**src/logic/cfpe_pkg.sv**
```systemverilog
// Shared constants and state codes of the frame protocol engine
`default_nettype none
package cfpe_pkg;
   // Bus levels: dominant overrides recessive on the wire
   localparam logic DOM = 1'b0;
   localparam logic REC = 1'b1;

   // Bit counts of the fixed fields, in bit times
   localparam logic [2:0] STUFF_RUN  = 3'h5;  // Equal bits before a stuff bit
   localparam logic [2:0] FLAG_BITS  = 3'h6;  // Error or overload flag
   localparam logic [3:0] EOF_BITS   = 4'h7;  // End of frame
   localparam logic [3:0] INTER_BITS = 4'h3;  // Intermission
   localparam logic [3:0] SUSP_BITS  = 4'h8;  // Suspend transmission
   localparam logic [3:0] DELIM_BITS = 4'h8;  // Error or overload delimiter
   localparam logic [3:0] SOF_SLOT   = 4'h2;  // Intermission bit read as SOF
   localparam logic [3:0] TX_EARLY   = 4'h1;  // Bit after which SOF is driven

   // Reset values of the engine
   localparam logic [3:0] CNT_RST = 4'h0;
   localparam logic [2:0] RUN_RST = 3'h0;

   // Protocol states, one per field of the frame or the bus
   typedef enum logic [3:0] {
      ST_IDLE    = 4'b0000,
      ST_FRAME   = 4'b0001,
      ST_CRC_DEL = 4'b0010,
      ST_ACK     = 4'b0011,
      ST_ACK_DEL = 4'b0100,
      ST_EOF     = 4'b0101,
      ST_INTER   = 4'b0110,
      ST_SUSPEND = 4'b0111,
      ST_FLAG    = 4'b1000,
      ST_FLAGW   = 4'b1001,
      ST_DELIM   = 4'b1010,
      ST_SLEEP   = 4'b1011,
      ST_STOP    = 4'b1100
   } cfpe_state_e;
endpackage
`default_nettype wire

```
**src/logic/cfpe_engine.sv**
```systemverilog
// Bit-level protocol engine: fields, stuffing, arbitration, errors
// Summary of operation
// [RQ1] Receiver drives ACK slot dominant unless an error was found.
// [RQ2] Transmitter sends ACK slot and delimiter recessive, watches the bus.
// [RQ3] Every data or remote frame ends with seven recessive bits.
// [RQ4] An interframe space follows every frame of any kind.
// [RQ5] Error active: intermission then idle, pending sender may start.
// [RQ6] Error passive sender: eight suspend bits; another SOF makes receiver.
// [RQ7] Dominant third intermission bit is SOF: receive, or send identifier.
// [RQ8] Passive error flag ends only after six equal bits seen.
// [RQ9] Dominant after six recessive flag bits: end at next recessive.
// [RQ10] Receiver not ready starts overload at first intermission bit.
// [RQ11] Dominant in intermission starts overload on the following bit.
// [RQ12] First node driving SOF in idle transmits; others receive.
// [RQ13] Transmitter loses arbitration on mismatch, recessive from next bit.
// [RQ14] Longest dominant run wins; data beats remote frame.
// [RQ15] Transmitter inserts opposite bit after five equal bits.
// [RQ16] Receiver discards bit after five equal bits.
// [RQ17] Sleep wakes on bus activity; stop leaves only by processor access.
// [RQ18] Bit error when driven level differs from bus, stuff bits excluded.
// [RQ19] Stuff error on six equal bits in the stuffed region.
// [RQ20] Receiver flags CRC error when the received CRC disagrees.
// [RQ21] Form error on an inverted fixed-format bit.
// [RQ22] Transmitter flags ACK error on recessive ACK slot.
// [RQ23] Logic 0 is dominant, logic 1 recessive; dominant wins.
// [RQ24] Error frame next bit; for CRC error after the ACK delimiter.
// [RQ25] Active error flag six dominant bits; passive six recessive.
`default_nettype none
module cfpe_engine #(
   parameter int DEPTH = 2,
   parameter int W     = 1
) (
   input  wire logic         clk,
   input  wire logic         rst,
   input  wire logic         bit_tick,
   input  wire logic         rx_pin,
   output var  logic         tx_pin,
   input  wire logic         tx_req,
   input  wire logic         tx_bit,
   output logic              tx_take,
   input  wire logic         fr_arb,
   input  wire logic         fr_crc_last,
   input  wire logic         fr_crc_ok,
   input  wire logic         err_passive,
   input  wire logic         host_busy,
   input  wire logic         sleep_req,
   input  wire logic         stop_req,
   input  wire logic         cpu_access,
   output logic              bit_done,
   output logic              rx_valid,
   input  wire logic         rx_ready,
   output logic [W-1:0]      rx_data,
   output logic              is_transmitter,
   output logic              bus_idle,
   output logic              sleeping,
   output logic              stopped,
   output var  logic         arb_lost,
   output var  logic         frame_ok,
   output var  logic         err_bit,
   output var  logic         err_stuff,
   output var  logic         err_crc,
   output var  logic         err_form,
   output var  logic         err_ack,
   output var  logic         wake_evt,
   output var  logic         rx_overrun
);
   localparam int PW = (DEPTH > 1) ? $clog2(DEPTH) : 1;

   // Refuse buffer shapes the pointer logic cannot serve
   if (DEPTH < 2 || (DEPTH & (DEPTH - 1)) != 0 || W < 1)
   begin : g_chk
      $error("cfpe_engine: DEPTH must be a power of two >= 2, W >= 1");
   end

   cfpe_pkg::cfpe_state_e st_q;
   logic                  rx_m_q;
   logic                  rx_s_q;
   logic                  tx_q;
   logic [2:0]            run_q;
   logic                  last_q;
   logic [3:0]            cnt_q;
   logic                  txing_q;
   logic                  susp_q;
   logic                  crc_err_q;
   logic                  ovl_q;
   logic                  ovl_pend_q;
   logic [W-1:0]          mem_q [DEPTH];
   logic [PW-1:0]         wr_q;
   logic [PW-1:0]         rd_q;
   logic [PW:0]           fill_q;

   logic                  b;
   logic                  in_frame;
   logic                  stuff_slot;
   logic                  data_bit;
   logic                  lost;
   logic                  bit_e;
   logic                  stuff_e;
   logic                  form_e;
   logic                  ack_e;
   logic                  crc_e;
   logic                  err_go;
   logic                  sof;
   logic                  ovl_go;
   logic                  inter_ovl;
   logic                  push;
   logic                  full;
   logic                  pop;
   logic [2:0]            run_nx;
   logic [2:0]            flag_run;
   logic                  flag_lvl;

   // Saturating count of equal bus bits
   function automatic logic [2:0] run_step(input logic [2:0] r,
                                           input logic       same);
      logic [2:0] n;
      n = 3'h1;
      if (same)
      begin
         n = (r == 3'h7) ? 3'h7 : 3'(r + 3'h1);
      end
      return n;
   endfunction

   // Two-stage synchroniser on the bus pin
   always_ff @(posedge clk)
   begin
      if (rst)
      begin
         rx_m_q <= cfpe_pkg::REC;
         rx_s_q <= cfpe_pkg::REC;
      end
      else
      begin
         rx_m_q <= rx_pin;
         rx_s_q <= rx_m_q;
      end
   end

   // Bit classification at the sample point
   assign b          = rx_s_q;
   assign in_frame   = (st_q == cfpe_pkg::ST_FRAME);
   assign stuff_slot = in_frame && (run_q == cfpe_pkg::STUFF_RUN);
   assign data_bit   = in_frame && !stuff_slot;
   assign run_nx     = run_step(run_q, b == last_q);
   assign flag_run   = run_step(run_q, (run_q != 3'h0) && (b == last_q));
   assign flag_lvl   = ovl_q ? cfpe_pkg::DOM : err_passive;  // [RQ25]
   // Recessive sent, dominant seen during arbitration: lost, no error
   assign lost = data_bit && txing_q && fr_arb
                 && tx_q == cfpe_pkg::REC && b == cfpe_pkg::DOM;  // [RQ13]

   // Error detection, one bit-time decision each
   assign bit_e = bit_tick && (tx_q != b)
                  && ((tx_q == cfpe_pkg::DOM) ? !stuff_slot
                      : (data_bit && txing_q && !fr_arb));  // [RQ18]
   assign stuff_e = bit_tick && stuff_slot && (b == last_q);  // [RQ19]
   assign form_e  = bit_tick && (b == cfpe_pkg::DOM)
                    && (st_q == cfpe_pkg::ST_CRC_DEL
                        || st_q == cfpe_pkg::ST_ACK_DEL
                        || st_q == cfpe_pkg::ST_EOF
                        || st_q == cfpe_pkg::ST_DELIM);  // [RQ21]
   assign ack_e   = bit_tick && (st_q == cfpe_pkg::ST_ACK) && txing_q
                    && (b == cfpe_pkg::REC);  // [RQ22]
   assign crc_e   = bit_tick && (st_q == cfpe_pkg::ST_ACK_DEL)
                    && crc_err_q && (b == cfpe_pkg::REC);  // [RQ20] [RQ24]
   assign err_go  = bit_e || stuff_e || form_e || ack_e || crc_e;  // [RQ24]

   // Dominant while idle, suspended or on the third intermission bit
   assign sof = bit_tick && !err_go && (b == cfpe_pkg::DOM)
                && (st_q == cfpe_pkg::ST_IDLE
                    || st_q == cfpe_pkg::ST_SUSPEND
                    || (st_q == cfpe_pkg::ST_INTER
                        && cnt_q == cfpe_pkg::SOF_SLOT));  // [RQ7] [RQ12]
   assign inter_ovl = bit_tick && !err_go && st_q == cfpe_pkg::ST_INTER
                      && b == cfpe_pkg::DOM
                      && cnt_q != cfpe_pkg::SOF_SLOT;  // [RQ11]
   assign ovl_go = bit_tick && !err_go && st_q == cfpe_pkg::ST_EOF
                   && cnt_q == cfpe_pkg::EOF_BITS - 4'h1 && !txing_q
                   && (ovl_pend_q || host_busy);  // [RQ10]

   // Next frame bit requested from the framer
   assign tx_take = bit_tick && !err_go
                    && ((sof && tx_q == cfpe_pkg::DOM)
                        || (data_bit && txing_q && !lost && !fr_crc_last
                            && run_nx != cfpe_pkg::STUFF_RUN)
                        || (stuff_slot && txing_q));  // [RQ15]
   assign bit_done = bit_tick && !err_go && data_bit;  // [RQ16]
   assign push     = bit_done;

   // Main protocol sequencer, one step per sample point outside sleep and stop
   always_ff @(posedge clk)
   begin
      if (rst)
      begin
         st_q      <= cfpe_pkg::ST_IDLE;
         tx_q      <= cfpe_pkg::REC;
         run_q     <= cfpe_pkg::RUN_RST;
         last_q    <= cfpe_pkg::REC;
         cnt_q     <= cfpe_pkg::CNT_RST;
         txing_q   <= 1'b0;
         susp_q    <= 1'b0;
         crc_err_q <= 1'b0;
         ovl_q     <= 1'b0;
      end
      else if (st_q == cfpe_pkg::ST_SLEEP)
      begin
         if (cpu_access || b == cfpe_pkg::DOM)  // [RQ17]
         begin
            st_q <= cfpe_pkg::ST_IDLE;
         end
         else if (stop_req)
         begin
            st_q <= cfpe_pkg::ST_STOP;
         end
      end
      else if (st_q == cfpe_pkg::ST_STOP)
      begin
         if (cpu_access)  // [RQ17]
         begin
            st_q <= cfpe_pkg::ST_IDLE;
         end
      end
      else if (err_go)
      begin
         st_q    <= cfpe_pkg::ST_FLAG;  // [RQ24] [RQ4]
         ovl_q   <= 1'b0;
         tx_q    <= err_passive;  // [RQ25]
         run_q   <= cfpe_pkg::RUN_RST;
         susp_q  <= txing_q;
         txing_q <= 1'b0;
      end
      else if (sof)
      begin
         st_q    <= cfpe_pkg::ST_FRAME;
         txing_q <= (tx_q == cfpe_pkg::DOM);  // [RQ12] [RQ6]
         run_q   <= 3'h1;
         last_q  <= cfpe_pkg::DOM;
         tx_q    <= (tx_q == cfpe_pkg::DOM) ? tx_bit : cfpe_pkg::REC;
      end
      else if (inter_ovl || ovl_go)
      begin
         st_q  <= cfpe_pkg::ST_FLAG;  // [RQ10] [RQ11]
         ovl_q <= 1'b1;
         tx_q  <= cfpe_pkg::DOM;
         run_q <= cfpe_pkg::RUN_RST;
      end
      else if (bit_tick)
      begin
         case (st_q)
            cfpe_pkg::ST_IDLE:
            begin
               if (tx_req)
               begin
                  tx_q <= cfpe_pkg::DOM;  // [RQ5]
               end
               else if (sleep_req)
               begin
                  st_q <= cfpe_pkg::ST_SLEEP;
               end
            end
            cfpe_pkg::ST_FRAME:
            begin
               if (stuff_slot)
               begin
                  run_q  <= 3'h1;  // [RQ16]
                  last_q <= b;
                  tx_q   <= txing_q ? tx_bit : cfpe_pkg::REC;
               end
               else
               begin
                  run_q  <= run_nx;
                  last_q <= b;
                  if (lost)
                  begin
                     txing_q <= 1'b0;  // [RQ13] [RQ14]
                     tx_q    <= cfpe_pkg::REC;
                  end
                  else if (fr_crc_last)
                  begin
                     st_q      <= cfpe_pkg::ST_CRC_DEL;
                     tx_q      <= cfpe_pkg::REC;
                     crc_err_q <= !txing_q && !fr_crc_ok;
                  end
                  else if (txing_q && run_nx == cfpe_pkg::STUFF_RUN)
                  begin
                     tx_q <= ~b;  // [RQ15]
                  end
                  else
                  begin
                     tx_q <= txing_q ? tx_bit : cfpe_pkg::REC;
                  end
               end
            end
            cfpe_pkg::ST_CRC_DEL:
            begin
               st_q <= cfpe_pkg::ST_ACK;
               tx_q <= txing_q | crc_err_q;  // [RQ1] [RQ2]
            end
            cfpe_pkg::ST_ACK:
            begin
               st_q <= cfpe_pkg::ST_ACK_DEL;
               tx_q <= cfpe_pkg::REC;  // [RQ2]
            end
            cfpe_pkg::ST_ACK_DEL:
            begin
               st_q  <= cfpe_pkg::ST_EOF;
               cnt_q <= cfpe_pkg::CNT_RST;
            end
            cfpe_pkg::ST_EOF:
            begin
               if (cnt_q == cfpe_pkg::EOF_BITS - 4'h1)  // [RQ3]
               begin
                  st_q    <= cfpe_pkg::ST_INTER;  // [RQ4]
                  cnt_q   <= cfpe_pkg::CNT_RST;
                  susp_q  <= txing_q;
                  txing_q <= 1'b0;
               end
               else
               begin
                  cnt_q <= 4'(cnt_q + 4'h1);
               end
            end
            cfpe_pkg::ST_INTER:
            begin
               if (cnt_q == cfpe_pkg::INTER_BITS - 4'h1)
               begin
                  cnt_q <= cfpe_pkg::CNT_RST;
                  if (susp_q && err_passive)
                  begin
                     st_q <= cfpe_pkg::ST_SUSPEND;  // [RQ6]
                  end
                  else
                  begin
                     st_q   <= cfpe_pkg::ST_IDLE;  // [RQ5]
                     susp_q <= 1'b0;
                  end
               end
               else
               begin
                  cnt_q <= 4'(cnt_q + 4'h1);
                  if (cnt_q == cfpe_pkg::TX_EARLY && tx_req
                      && !(susp_q && err_passive))
                  begin
                     tx_q <= cfpe_pkg::DOM;  // [RQ5] [RQ7]
                  end
               end
            end
            cfpe_pkg::ST_SUSPEND:
            begin
               if (cnt_q == cfpe_pkg::SUSP_BITS - 4'h1)
               begin
                  st_q   <= cfpe_pkg::ST_IDLE;  // [RQ6]
                  susp_q <= 1'b0;
               end
               else
               begin
                  cnt_q <= 4'(cnt_q + 4'h1);
               end
            end
            cfpe_pkg::ST_FLAG:
            begin
               run_q  <= flag_run;
               last_q <= b;
               if (flag_run == cfpe_pkg::FLAG_BITS)  // [RQ8] [RQ25]
               begin
                  st_q <= cfpe_pkg::ST_FLAGW;
                  tx_q <= cfpe_pkg::REC;
               end
               else
               begin
                  tx_q <= flag_lvl;
               end
            end
            cfpe_pkg::ST_FLAGW:
            begin
               if (b == cfpe_pkg::REC)  // [RQ9]
               begin
                  st_q  <= cfpe_pkg::ST_DELIM;
                  cnt_q <= 4'h1;
               end
            end
            cfpe_pkg::ST_DELIM:
            begin
               if (cnt_q == cfpe_pkg::DELIM_BITS - 4'h1)
               begin
                  st_q  <= cfpe_pkg::ST_INTER;  // [RQ4]
                  cnt_q <= cfpe_pkg::CNT_RST;
               end
               else
               begin
                  cnt_q <= 4'(cnt_q + 4'h1);
               end
            end
            default:
            begin
               st_q <= cfpe_pkg::ST_IDLE;
            end
         endcase
      end
   end

   // Pending overload; a new overrun wins over the clear
   always_ff @(posedge clk)
   begin
      if (rst)
      begin
         ovl_pend_q <= 1'b0;
      end
      else if (push && full)
      begin
         ovl_pend_q <= 1'b1;
      end
      else if (ovl_go)
      begin
         ovl_pend_q <= 1'b0;
      end
   end

   // Registered event pulses
   always_ff @(posedge clk)
   begin
      if (rst)
      begin
         arb_lost   <= 1'b0;
         frame_ok   <= 1'b0;
         err_bit    <= 1'b0;
         err_stuff  <= 1'b0;
         err_crc    <= 1'b0;
         err_form   <= 1'b0;
         err_ack    <= 1'b0;
         wake_evt   <= 1'b0;
         rx_overrun <= 1'b0;
      end
      else
      begin
         arb_lost   <= bit_tick && !err_go && lost;
         frame_ok   <= bit_tick && !err_go && st_q == cfpe_pkg::ST_EOF
                       && cnt_q == cfpe_pkg::EOF_BITS - 4'h1;
         err_bit    <= bit_e;
         err_stuff  <= stuff_e;
         err_crc    <= crc_e;
         err_form   <= form_e;
         err_ack    <= ack_e;
         wake_evt   <= st_q == cfpe_pkg::ST_SLEEP && !cpu_access
                       && b == cfpe_pkg::DOM;  // [RQ17]
         rx_overrun <= push && full;
      end
   end

   // Receive buffer between bus and framer
   assign full     = (fill_q == (PW + 1)'(DEPTH));
   assign rx_valid = (fill_q != '0);
   assign pop      = rx_valid && rx_ready;
   assign rx_data  = mem_q[rd_q];

   always_ff @(posedge clk)
   begin
      if (rst)
      begin
         wr_q   <= '0;
         rd_q   <= '0;
         fill_q <= '0;
      end
      else
      begin
         if (push && !full)
         begin
            mem_q[wr_q] <= W'(b);
            wr_q        <= PW'(wr_q + 1'b1);
         end
         if (pop)
         begin
            rd_q <= PW'(rd_q + 1'b1);
         end
         if ((push && !full) && !pop)
         begin
            fill_q <= (PW + 1)'(fill_q + 1'b1);
         end
         else if (pop && !(push && !full))
         begin
            fill_q <= (PW + 1)'(fill_q - 1'b1);
         end
      end
   end

   // Status outputs
   assign tx_pin         = tx_q;  // [RQ23]
   assign is_transmitter = txing_q;
   assign bus_idle       = (st_q == cfpe_pkg::ST_IDLE);
   assign sleeping       = (st_q == cfpe_pkg::ST_SLEEP);
   assign stopped        = (st_q == cfpe_pkg::ST_STOP);
endmodule
`default_nettype wire

```
**config.mk**
```make
export PLATFORM = sky130hd
export DESIGN_NAME = cfpe_engine
export DESIGN_NICKNAME = d
export VERILOG_FILES = /design/src/logic/cfpe_pkg.sv /design/src/logic/cfpe_engine.sv
export SDC_FILE = /design/constraint.sdc
export NUM_CORES = 1
export LEC_CHECK = 0
export ABC_AREA = 0
export ABC_CLOCK_PERIOD_IN_PS = 4400
export BUFFER_PORTS_ARGS = -buffer_cell sky130_fd_sc_hd__buf_2
export CAP_MARGIN = 20
export CORE_MARGIN = 3
export CORE_UTILIZATION = 40
export DETAILED_ROUTE_END_ITERATION = 7
export GPL_TIMING_DRIVEN = 0
export SYNTH_ARGS = -nofsm -noshare
export SYNTH_HDL_FRONTEND = slang
export SYNTH_SLANG_ARGS = --single-unit
```
**constraint.sdc**
```tcl
create_clock -name clk -period 4.4 [get_ports clk]
set_clock_uncertainty 0.05 [all_clocks]
set_input_delay 0.66 -clock clk [delete_from_list [all_inputs] [get_ports clk]]
set_output_delay 0.66 -clock clk [all_outputs]
set_load 0.005 [all_outputs]
```
Word level (Yosys, flattened, before mapping)

Memories as Yosys holds them, arrays and structs flattened. A register that Yosys moved wholly into a read port is not among the register bits.
Index checks and enable logic that the tools add are counted.

Memories: 1
Word-level logic and storage cells: 286
Output and inout port bits: 18
Bits of input ports: 15
RAM bits: 2
Flip-flop bits (word level): 33

Memory list:

| memory | words | width | rd ports | clocked after memory_dff | wr ports | RTL line          | RTL |
|---|---|---|---|---|---|---|---|
| mem_q  | 2     | 1     | 1        | 1                        | 1        | cfpe_engine.sv:87 | `logic [W-1:0] mem_q [DEPTH];` |

Reductions and logical operators: 104
Eq/ne operators: 54
Add/subtract/negate cells: 6
Bitwise operators: 10
Mux-type cells: 87

Operators by type and width:

| cell                 | number |
|---|---|
| $mux W4              | 25 |
| $logic_and A1 B1 Y1  | 51 |
| $mux W1              | 45 |
| $pmux W4 S11         | 1 |
| $mux W3              | 9 |
| $eq A4 B3 Y1 const B | 6 |
| $pmux W4 S6          | 1 |
| $ne A7 B4 Y1 const B | 3 |
| $ne A7 B5 Y1 const B | 3 |
| $ne A7 B7 Y1 const B | 3 |
| $eq A4 B4 Y1 const B | 5 |
| $reduce_and A10 Y1   | 2 |
| $ne A3 B3 Y1 const B | 5 |
| $logic_or A1 B1 Y1   | 14 |
| $ne A7 B2 Y1 const B | 2 |
| $reduce_and A14 Y1   | 1 |
| $reduce_bool A2 Y1   | 7 |
| $eq A3 B3 Y1 const B | 4 |
| $eq A4 B2 Y1 const B | 3 |
| $logic_not A1 Y1     | 12 |
| $reduce_bool A4 Y1   | 3 |
| $reduce_bool A6 Y1   | 2 |
| $ne A2 B2 Y1 const B | 5 |
| $ne A3 B2 Y1 const B | 3 |
| other kinds (32)     | 46 |

Logic depth before layout (Yosys ltp)

Depth in word-level cells: 24
Depth in mapped cells: 10
Gate-level depth less buffers: 10

Worst setup path after synthesis

Ideal clock, no wire load.

Path kind: register -> register
Start: reg cnt_q[0]
End: reg susp_q
Cell stages (with the launch flop): 9
Library setup time: 128 ps
Path slack: 1822 ps
Buffers on the path: 0
Required time: 4222 ps
Arrival: 2400 ps
Clock period less this slack: 2578 ps
Cell sequence: dfxtp_1 > inv_1 > ha_1 > or3b_1 > o32ai_1 > or4b_2 > a311oi_2 > mux2i_1 > nor2_1

Word-level cells in the longest chain between the ends: 7
Elaborated cells between the ends (all ways): 18
Classes of those cells: eq/ne (9); reduce/logical (9)

RTL lines:

| what                                    | RTL line                               | RTL |
|---|---|---|
| start: declaration                      | cfpe_engine.sv:81                      | `logic [3:0] cnt_q;` |
| start signal: assignment                | cfpe_engine.sv:199                     | `cnt_q <= cfpe_pkg::CNT_RST;` |
| start signal: assignment                | cfpe_engine.sv:307                     | `cnt_q <= cfpe_pkg::CNT_RST;` |
| start signal: assignment                | cfpe_engine.sv:314                     | `cnt_q <= cfpe_pkg::CNT_RST;` |
| $eq A4 B3 Y1                            | cfpe_engine.sv:178, cfpe_engine.sv:311 |  |
| $logic_and A1 B1 Y1 (2 in a row)        | cfpe_engine.sv:178                     | `&& cnt_q == cfpe_pkg::EOF_BITS - 4'h1 && !txing_q` |
| $logic_and A1 B1 Y1                     | cfpe_engine.sv:179                     | `&& (ovl_pend_q \|\| host_busy);` |
| $logic_or A1 B1 Y1                      | cfpe_engine.sv:240                     | `else if (inter_ovl \|\| ovl_go)` |
| $ne A2 B2 Y1 (no source line)           | n/a                                    |  |
| $reduce_and A10 Y1 (no source line) (*) | n/a                                    |  |
| end signal: assignment                  | cfpe_engine.sv:229                     | `susp_q <= txing_q;` |
| end signal: assignment                  | cfpe_engine.sv:315                     | `susp_q <= txing_q;` |
| end: declaration                        | cfpe_engine.sv:83                      | `logic susp_q;` |

Mark *: on every way between the ends. The rest lies on a longest branch, timed or not.
A chain may end at the register's enable or synchronous reset.

Worst setup path after layout

Start: reg st_q[1]
End: out tx_take

Word-level cells in the longest chain between the ends: 20
Elaborated cells between the ends (all ways): 51
Classes of those cells: eq/ne (8); mux (1); reduce/logical (42)

RTL lines:

| what                            | RTL line                                                   | RTL |
|---|---|---|
| start: declaration              | cfpe_engine.sv:75                                          | `cfpe_pkg::cfpe_state_e st_q;` |
| start signal: assignment        | cfpe_engine.sv:195                                         | `st_q <= cfpe_pkg::ST_IDLE;` |
| start signal: assignment        | cfpe_engine.sv:209                                         | `st_q <= cfpe_pkg::ST_IDLE;` |
| start signal: assignment        | cfpe_engine.sv:213                                         | `st_q <= cfpe_pkg::ST_STOP;` |
| $eq A4 B1 Y1                    | cfpe_engine.sv:142                                         | `assign in_frame = (st_q == cfpe_pkg::ST_FRAME);` |
| $logic_and A1 B1 Y1             | cfpe_engine.sv:143                                         | `assign stuff_slot = in_frame && (run_q == cfpe_pkg::STUFF_RUN);` |
| $logic_not A1 Y1                | cfpe_engine.sv:144, cfpe_engine.sv:154                     |  |
| $logic_and A1 B1 Y1             | cfpe_engine.sv:144                                         | `assign data_bit = in_frame && !stuff_slot;` |
| $logic_and A1 B1 Y1             | cfpe_engine.sv:149, cfpe_engine.sv:155, cfpe_engine.sv:184 |  |
| $logic_and A1 B1 Y1             | cfpe_engine.sv:155                                         | `: (data_bit && txing_q && !fr_arb));` |
| $mux W1                         | cfpe_engine.sv:154                                         | `&& ((tx_q == cfpe_pkg::DOM) ? !stuff_slot` |
| $logic_and A1 B1 Y1             | cfpe_engine.sv:154                                         |  |
| $logic_or A1 B1 Y1 (4 in a row) | cfpe_engine.sv:166                                         | `assign err_go = bit_e \|\| stuff_e \|\| form_e \|\| ack_e \|\| crc_e;` |
| $logic_not A1 Y1                | cfpe_engine.sv:169, cfpe_engine.sv:182                     |  |
| $logic_and A1 B1 Y1             | cfpe_engine.sv:169, cfpe_engine.sv:182                     |  |
| $logic_and A1 B1 Y1             | cfpe_engine.sv:169                                         | `assign sof = bit_tick && !err_go && (b == cfpe_pkg::DOM)` |
| $logic_and A1 B1 Y1             | cfpe_engine.sv:170                                         | `&& (st_q == cfpe_pkg::ST_IDLE` |
| $logic_and A1 B1 Y1             | cfpe_engine.sv:183                                         | `&& ((sof && tx_q == cfpe_pkg::DOM)` |
| $logic_or A1 B1 Y1              | cfpe_engine.sv:184                                         | `\|\| (data_bit && txing_q && !lost && !fr_crc_last` |
| $logic_or A1 B1 Y1              | cfpe_engine.sv:186                                         | `\|\| (stuff_slot && txing_q));` |
| $logic_and A1 B1 Y1 (*)         | cfpe_engine.sv:183                                         |  |
| end: declaration                | cfpe_engine.sv:40                                          | `output logic tx_take,` |

Marks and branches as above.

==> summary.md <==
| Metric | Value |
|---|---|
| Boundary Pins | 33 |
| RSZ-0062 raised after global routing | no |
| Outcome | completed |
| Gpl congestion | 0.958 |
| Hold/Removal Path Class | reg -> reg |
| CP Max Fanout | 8 |
| Max Transition Viols Final | 0 |
| Avg WL per Cell | 19.0 µm |
| Die W | 86.8 µm |
| Clock Latency Late Sink | 0.30 ns |
| FFs w/ async S/R, synth | 0 |
| Number of flops mapped to enable cells by yosys | 2 |
| CP max stage cell | or4b_1 |
| Number of warning messages in the yosys log | 0 |
| Initial Utilization | 0.426 |
| Avg Cell Area, Syn | 7.97 µm² |
| Sinks on the clock net | 36 |
| CTS Buffer Depth | 2 |
| Hold path cells | 1 |
| Cell depth of the worst flop-to-flop path | 8 |
| Worst-Margin Slew | 1.06 ns |
| HPWL Detailed | 6200 µm |
| Reg2reg setup slack | 1.13 ns |
| CP Buf/Inv Count | 2 |
| Slew HR | 0.281 |
| Setup TNS | 0 ns |
| Power Total | 1.71 mW |
| Final setup viols | 0 |
| Aggregate routed wire length | 8390 µm |
| P&R area growth vs syn | 13.8% |
| DRT antenna net count | 0 |
| Power Density | 574 nW/µm² |
| Post-synthesis sequential area ratio | 0.283 |
| Worst vdd ir | 0.000385 V |
| PortBufs | 31 |
| Critical path launch point | st_q[1]$_SDFFE_PP0P_ |
| Util after Layout | 0.485 |
| DP Cell Count | 434 |
| WP data required | 3.69 ns |
| R2r endpoint | cnt_q[3]$_SDFFE_PP0P_ |
| CTS Hold Bufs | 0 |
| Die Ht | 86.8 µm |
| Core box area | 6130 µm² |
| Synth Instances | 328 |
| Data arrival, critical path | 2.65 ns |
| Layout Nets | 388 |
| Final worst-path cycle share | 0.764 |
| Top FF cell, synth | dfxtp_1 |
| Site Rows | 28 |
| Mapped Nets | 350 |
| CTS tree | yes |
| Diodes inserted | 0 |
| DP Worst Slack | 1.09 ns |
| Crit path cell chain | or4b_1 > buf_2 > a211oi_1 > o21ai_1 > nand2_1 > a211oi_1 > buf_2 |
| H-tree levels | 2 |
| Largest net degree at the start of global routing | 13 |
| Root buffer cell | clkbuf_8 |
| First-pass GRT wire length | 13600 µm |
| Peak Freq | 298 MHz |
| Resize count post-CTS | 0 |
| Levels on crit path | 7 |
| Critical Setup Path Class | reg -> out |
| Final WS setup | 1.04 ns |
| Layout cell share with drive strength beyond 1 | 0.183 |
| Max-cap viol count | 0 |
| RR Startpoint | cnt_q[0]$_SDFFE_PP0P_ |
| Minimum clock period | 3.36 ns |
| Iter 0 DRT Violations | 219 |
| Post-synthesis sequential element count | 36 |
| DRC | 0 |
| Clock-pin slew on the worst setup and hold paths | 0.09 ns |
| Post-CTS setup buffers | 0 |
| Die ar. | 7540 µm² |
| Via Count | 2764 |
| LEAKAGE | 1.10 nW |
| Synth Cell Area | 2610 µm² |
| All-layer global routing usage | 0.231 |
| Grt ovf | 0 |
| CP Launch Type | flop |
| CP endpoint kind | output pin |
| Vias/cell | 6.25 |
| Critical Path Sink | tx_take |
| Detailed Routing Iterations Pass 1 | 5 |
| Synth cell types | 71 |
| Initial antenna violation count | 0 |
| Worst path top cell family by delay | simple AND/OR/NAND/NOR gates |
| Post-Layout Cell Count | 442 |
| Max stage delay on crit path | 0.61 ns |
| Total CTS buffers | 5 |
| Number of global-route vias before repair | 2577 |
| Hold Vio Cnt, Final | 0 |
==> cells by family (layout without fill, tap and decap cells) <==
kind of cell,Yosys count,in the layout,share of synthesized area
AO/OA/AOI/OAI,86,86,0.229
XOR/XNOR,7,7,0.0235
adder cells (fa/ha/maj),7,7,0.0335
buffers and inverters,37,76,0.0646
flip-flops,36,36,0.283
multiplexers,5,5,0.0196
AND/OR/NAND/NOR,150,150,0.346
==> sequential cells by signal (all words and copies together), names as in the netlist, 2 cells and up, named ones only <==
name	flops
st_q	4
cnt_q	4
mem_q	2
fill_q	2
run_q	3
==> power by group <==
group	internal (mW)	switching [mW]
Clock	0.168	0.138
Combinational	0.368	0.590
Sequential	0.383	0.0591
==> Yosys cell counts, types with 6 or more instances <==
library cell	count	area, µm²
nand3_1	7	35.0
nor2_1	27	101
nor4b_1	6	52.6
inv_1	14	52.6
or2_2	6	37.5
nor3_1	13	65.1
clkbuf_1	12	45.0
dfxtp_1	34	681
o21ai_0	14	70.1
or4_1	7	52.6
nor4_1	6	37.5
nor2b_1	8	50.1
a31oi_1	7	43.8
o22ai_1	6	37.5
a21oi_1	22	110
nand2b_1	8	50.1
nand4_1	6	37.5
ha_1	7	87.6
nand2_1	20	75.1
==> placed cells by master, fill, tap and decap left out, types with 6 or more instances in the layout <==
cell type  instances
buf_2             36
dfxtp_1           34
nor2_1            27
a21oi_1           22
nand2_1           20
o21ai_0           14
inv_1             14
nor3_1            13
clkbuf_1          12
nand2b_1           8
nor2b_1            8
or4_1              7
a31oi_1            7
nand3_1            7
ha_1               7
or2_2              6
nor4_1             6
nor4b_1            6
o22ai_1            6
nand4_1            6
==> routing by layer <==
layer | global-route usage | routed length, µm | vias up
li1 | - | - | 1307
met5 | 0 | 0 | -
met1 | 0.324 | 3760 | 1299
met2 | 0.337 | 3600 | 135
met3 | 0.0523 | 775 | 23
met4 | 0.101 | 257 | 0
==> cell type report <==
type	instances	area (µm²)
fillers	621	3160
multi-input cells	255	1700
flip-flops and latches	36	741
repair buffers	31	155
plain buffers	23	116
well taps	75	93.8
clock buffers	5	68.8
inverters	14	52.6
clock inverters	3	42.5
==> worst min-delay path by stage <==
stage | endpoint | slack (ns) | from
finish | b$_SDFF_PP1_ | 0.37 | rx_m_q$_SDFF_PP1_
global route | b$_SDFF_PP1_ | 0.40 | rx_m_q$_SDFF_PP1_
CTS | b$_SDFF_PP1_ | 0.38 | rx_m_q$_SDFF_PP1_
detailed placement | b$_SDFF_PP1_ | 0.35 | rx_m_q$_SDFF_PP1_
global placement | b$_SDFF_PP1_ | 0.34 | rx_m_q$_SDFF_PP1_
floorplan | b$_SDFF_PP1_ | 0.34 | rx_m_q$_SDFF_PP1_
==> metrics by stage <==
step	area, µm²	hold WS (ns)
floorplan	2610	0.339
global placement	2860	0.345
detailed placement	2860	0.349
CTS	2970	0.376
global route	2970	0.400
finish	2970	0.371
==> worst reg2reg max path, cell delays in order, from the launching register on <==
cell and delay, ns:
dfxtp_1 0.35, inv_1 0.09, ha_1 0.28, nor3b_1 0.46, nor4_1 0.24, a211oi_2 0.64
nand4b_2 0.36, or4_1 0.58, a21oi_1 0.15
Power figures use the tool's default switching activity.
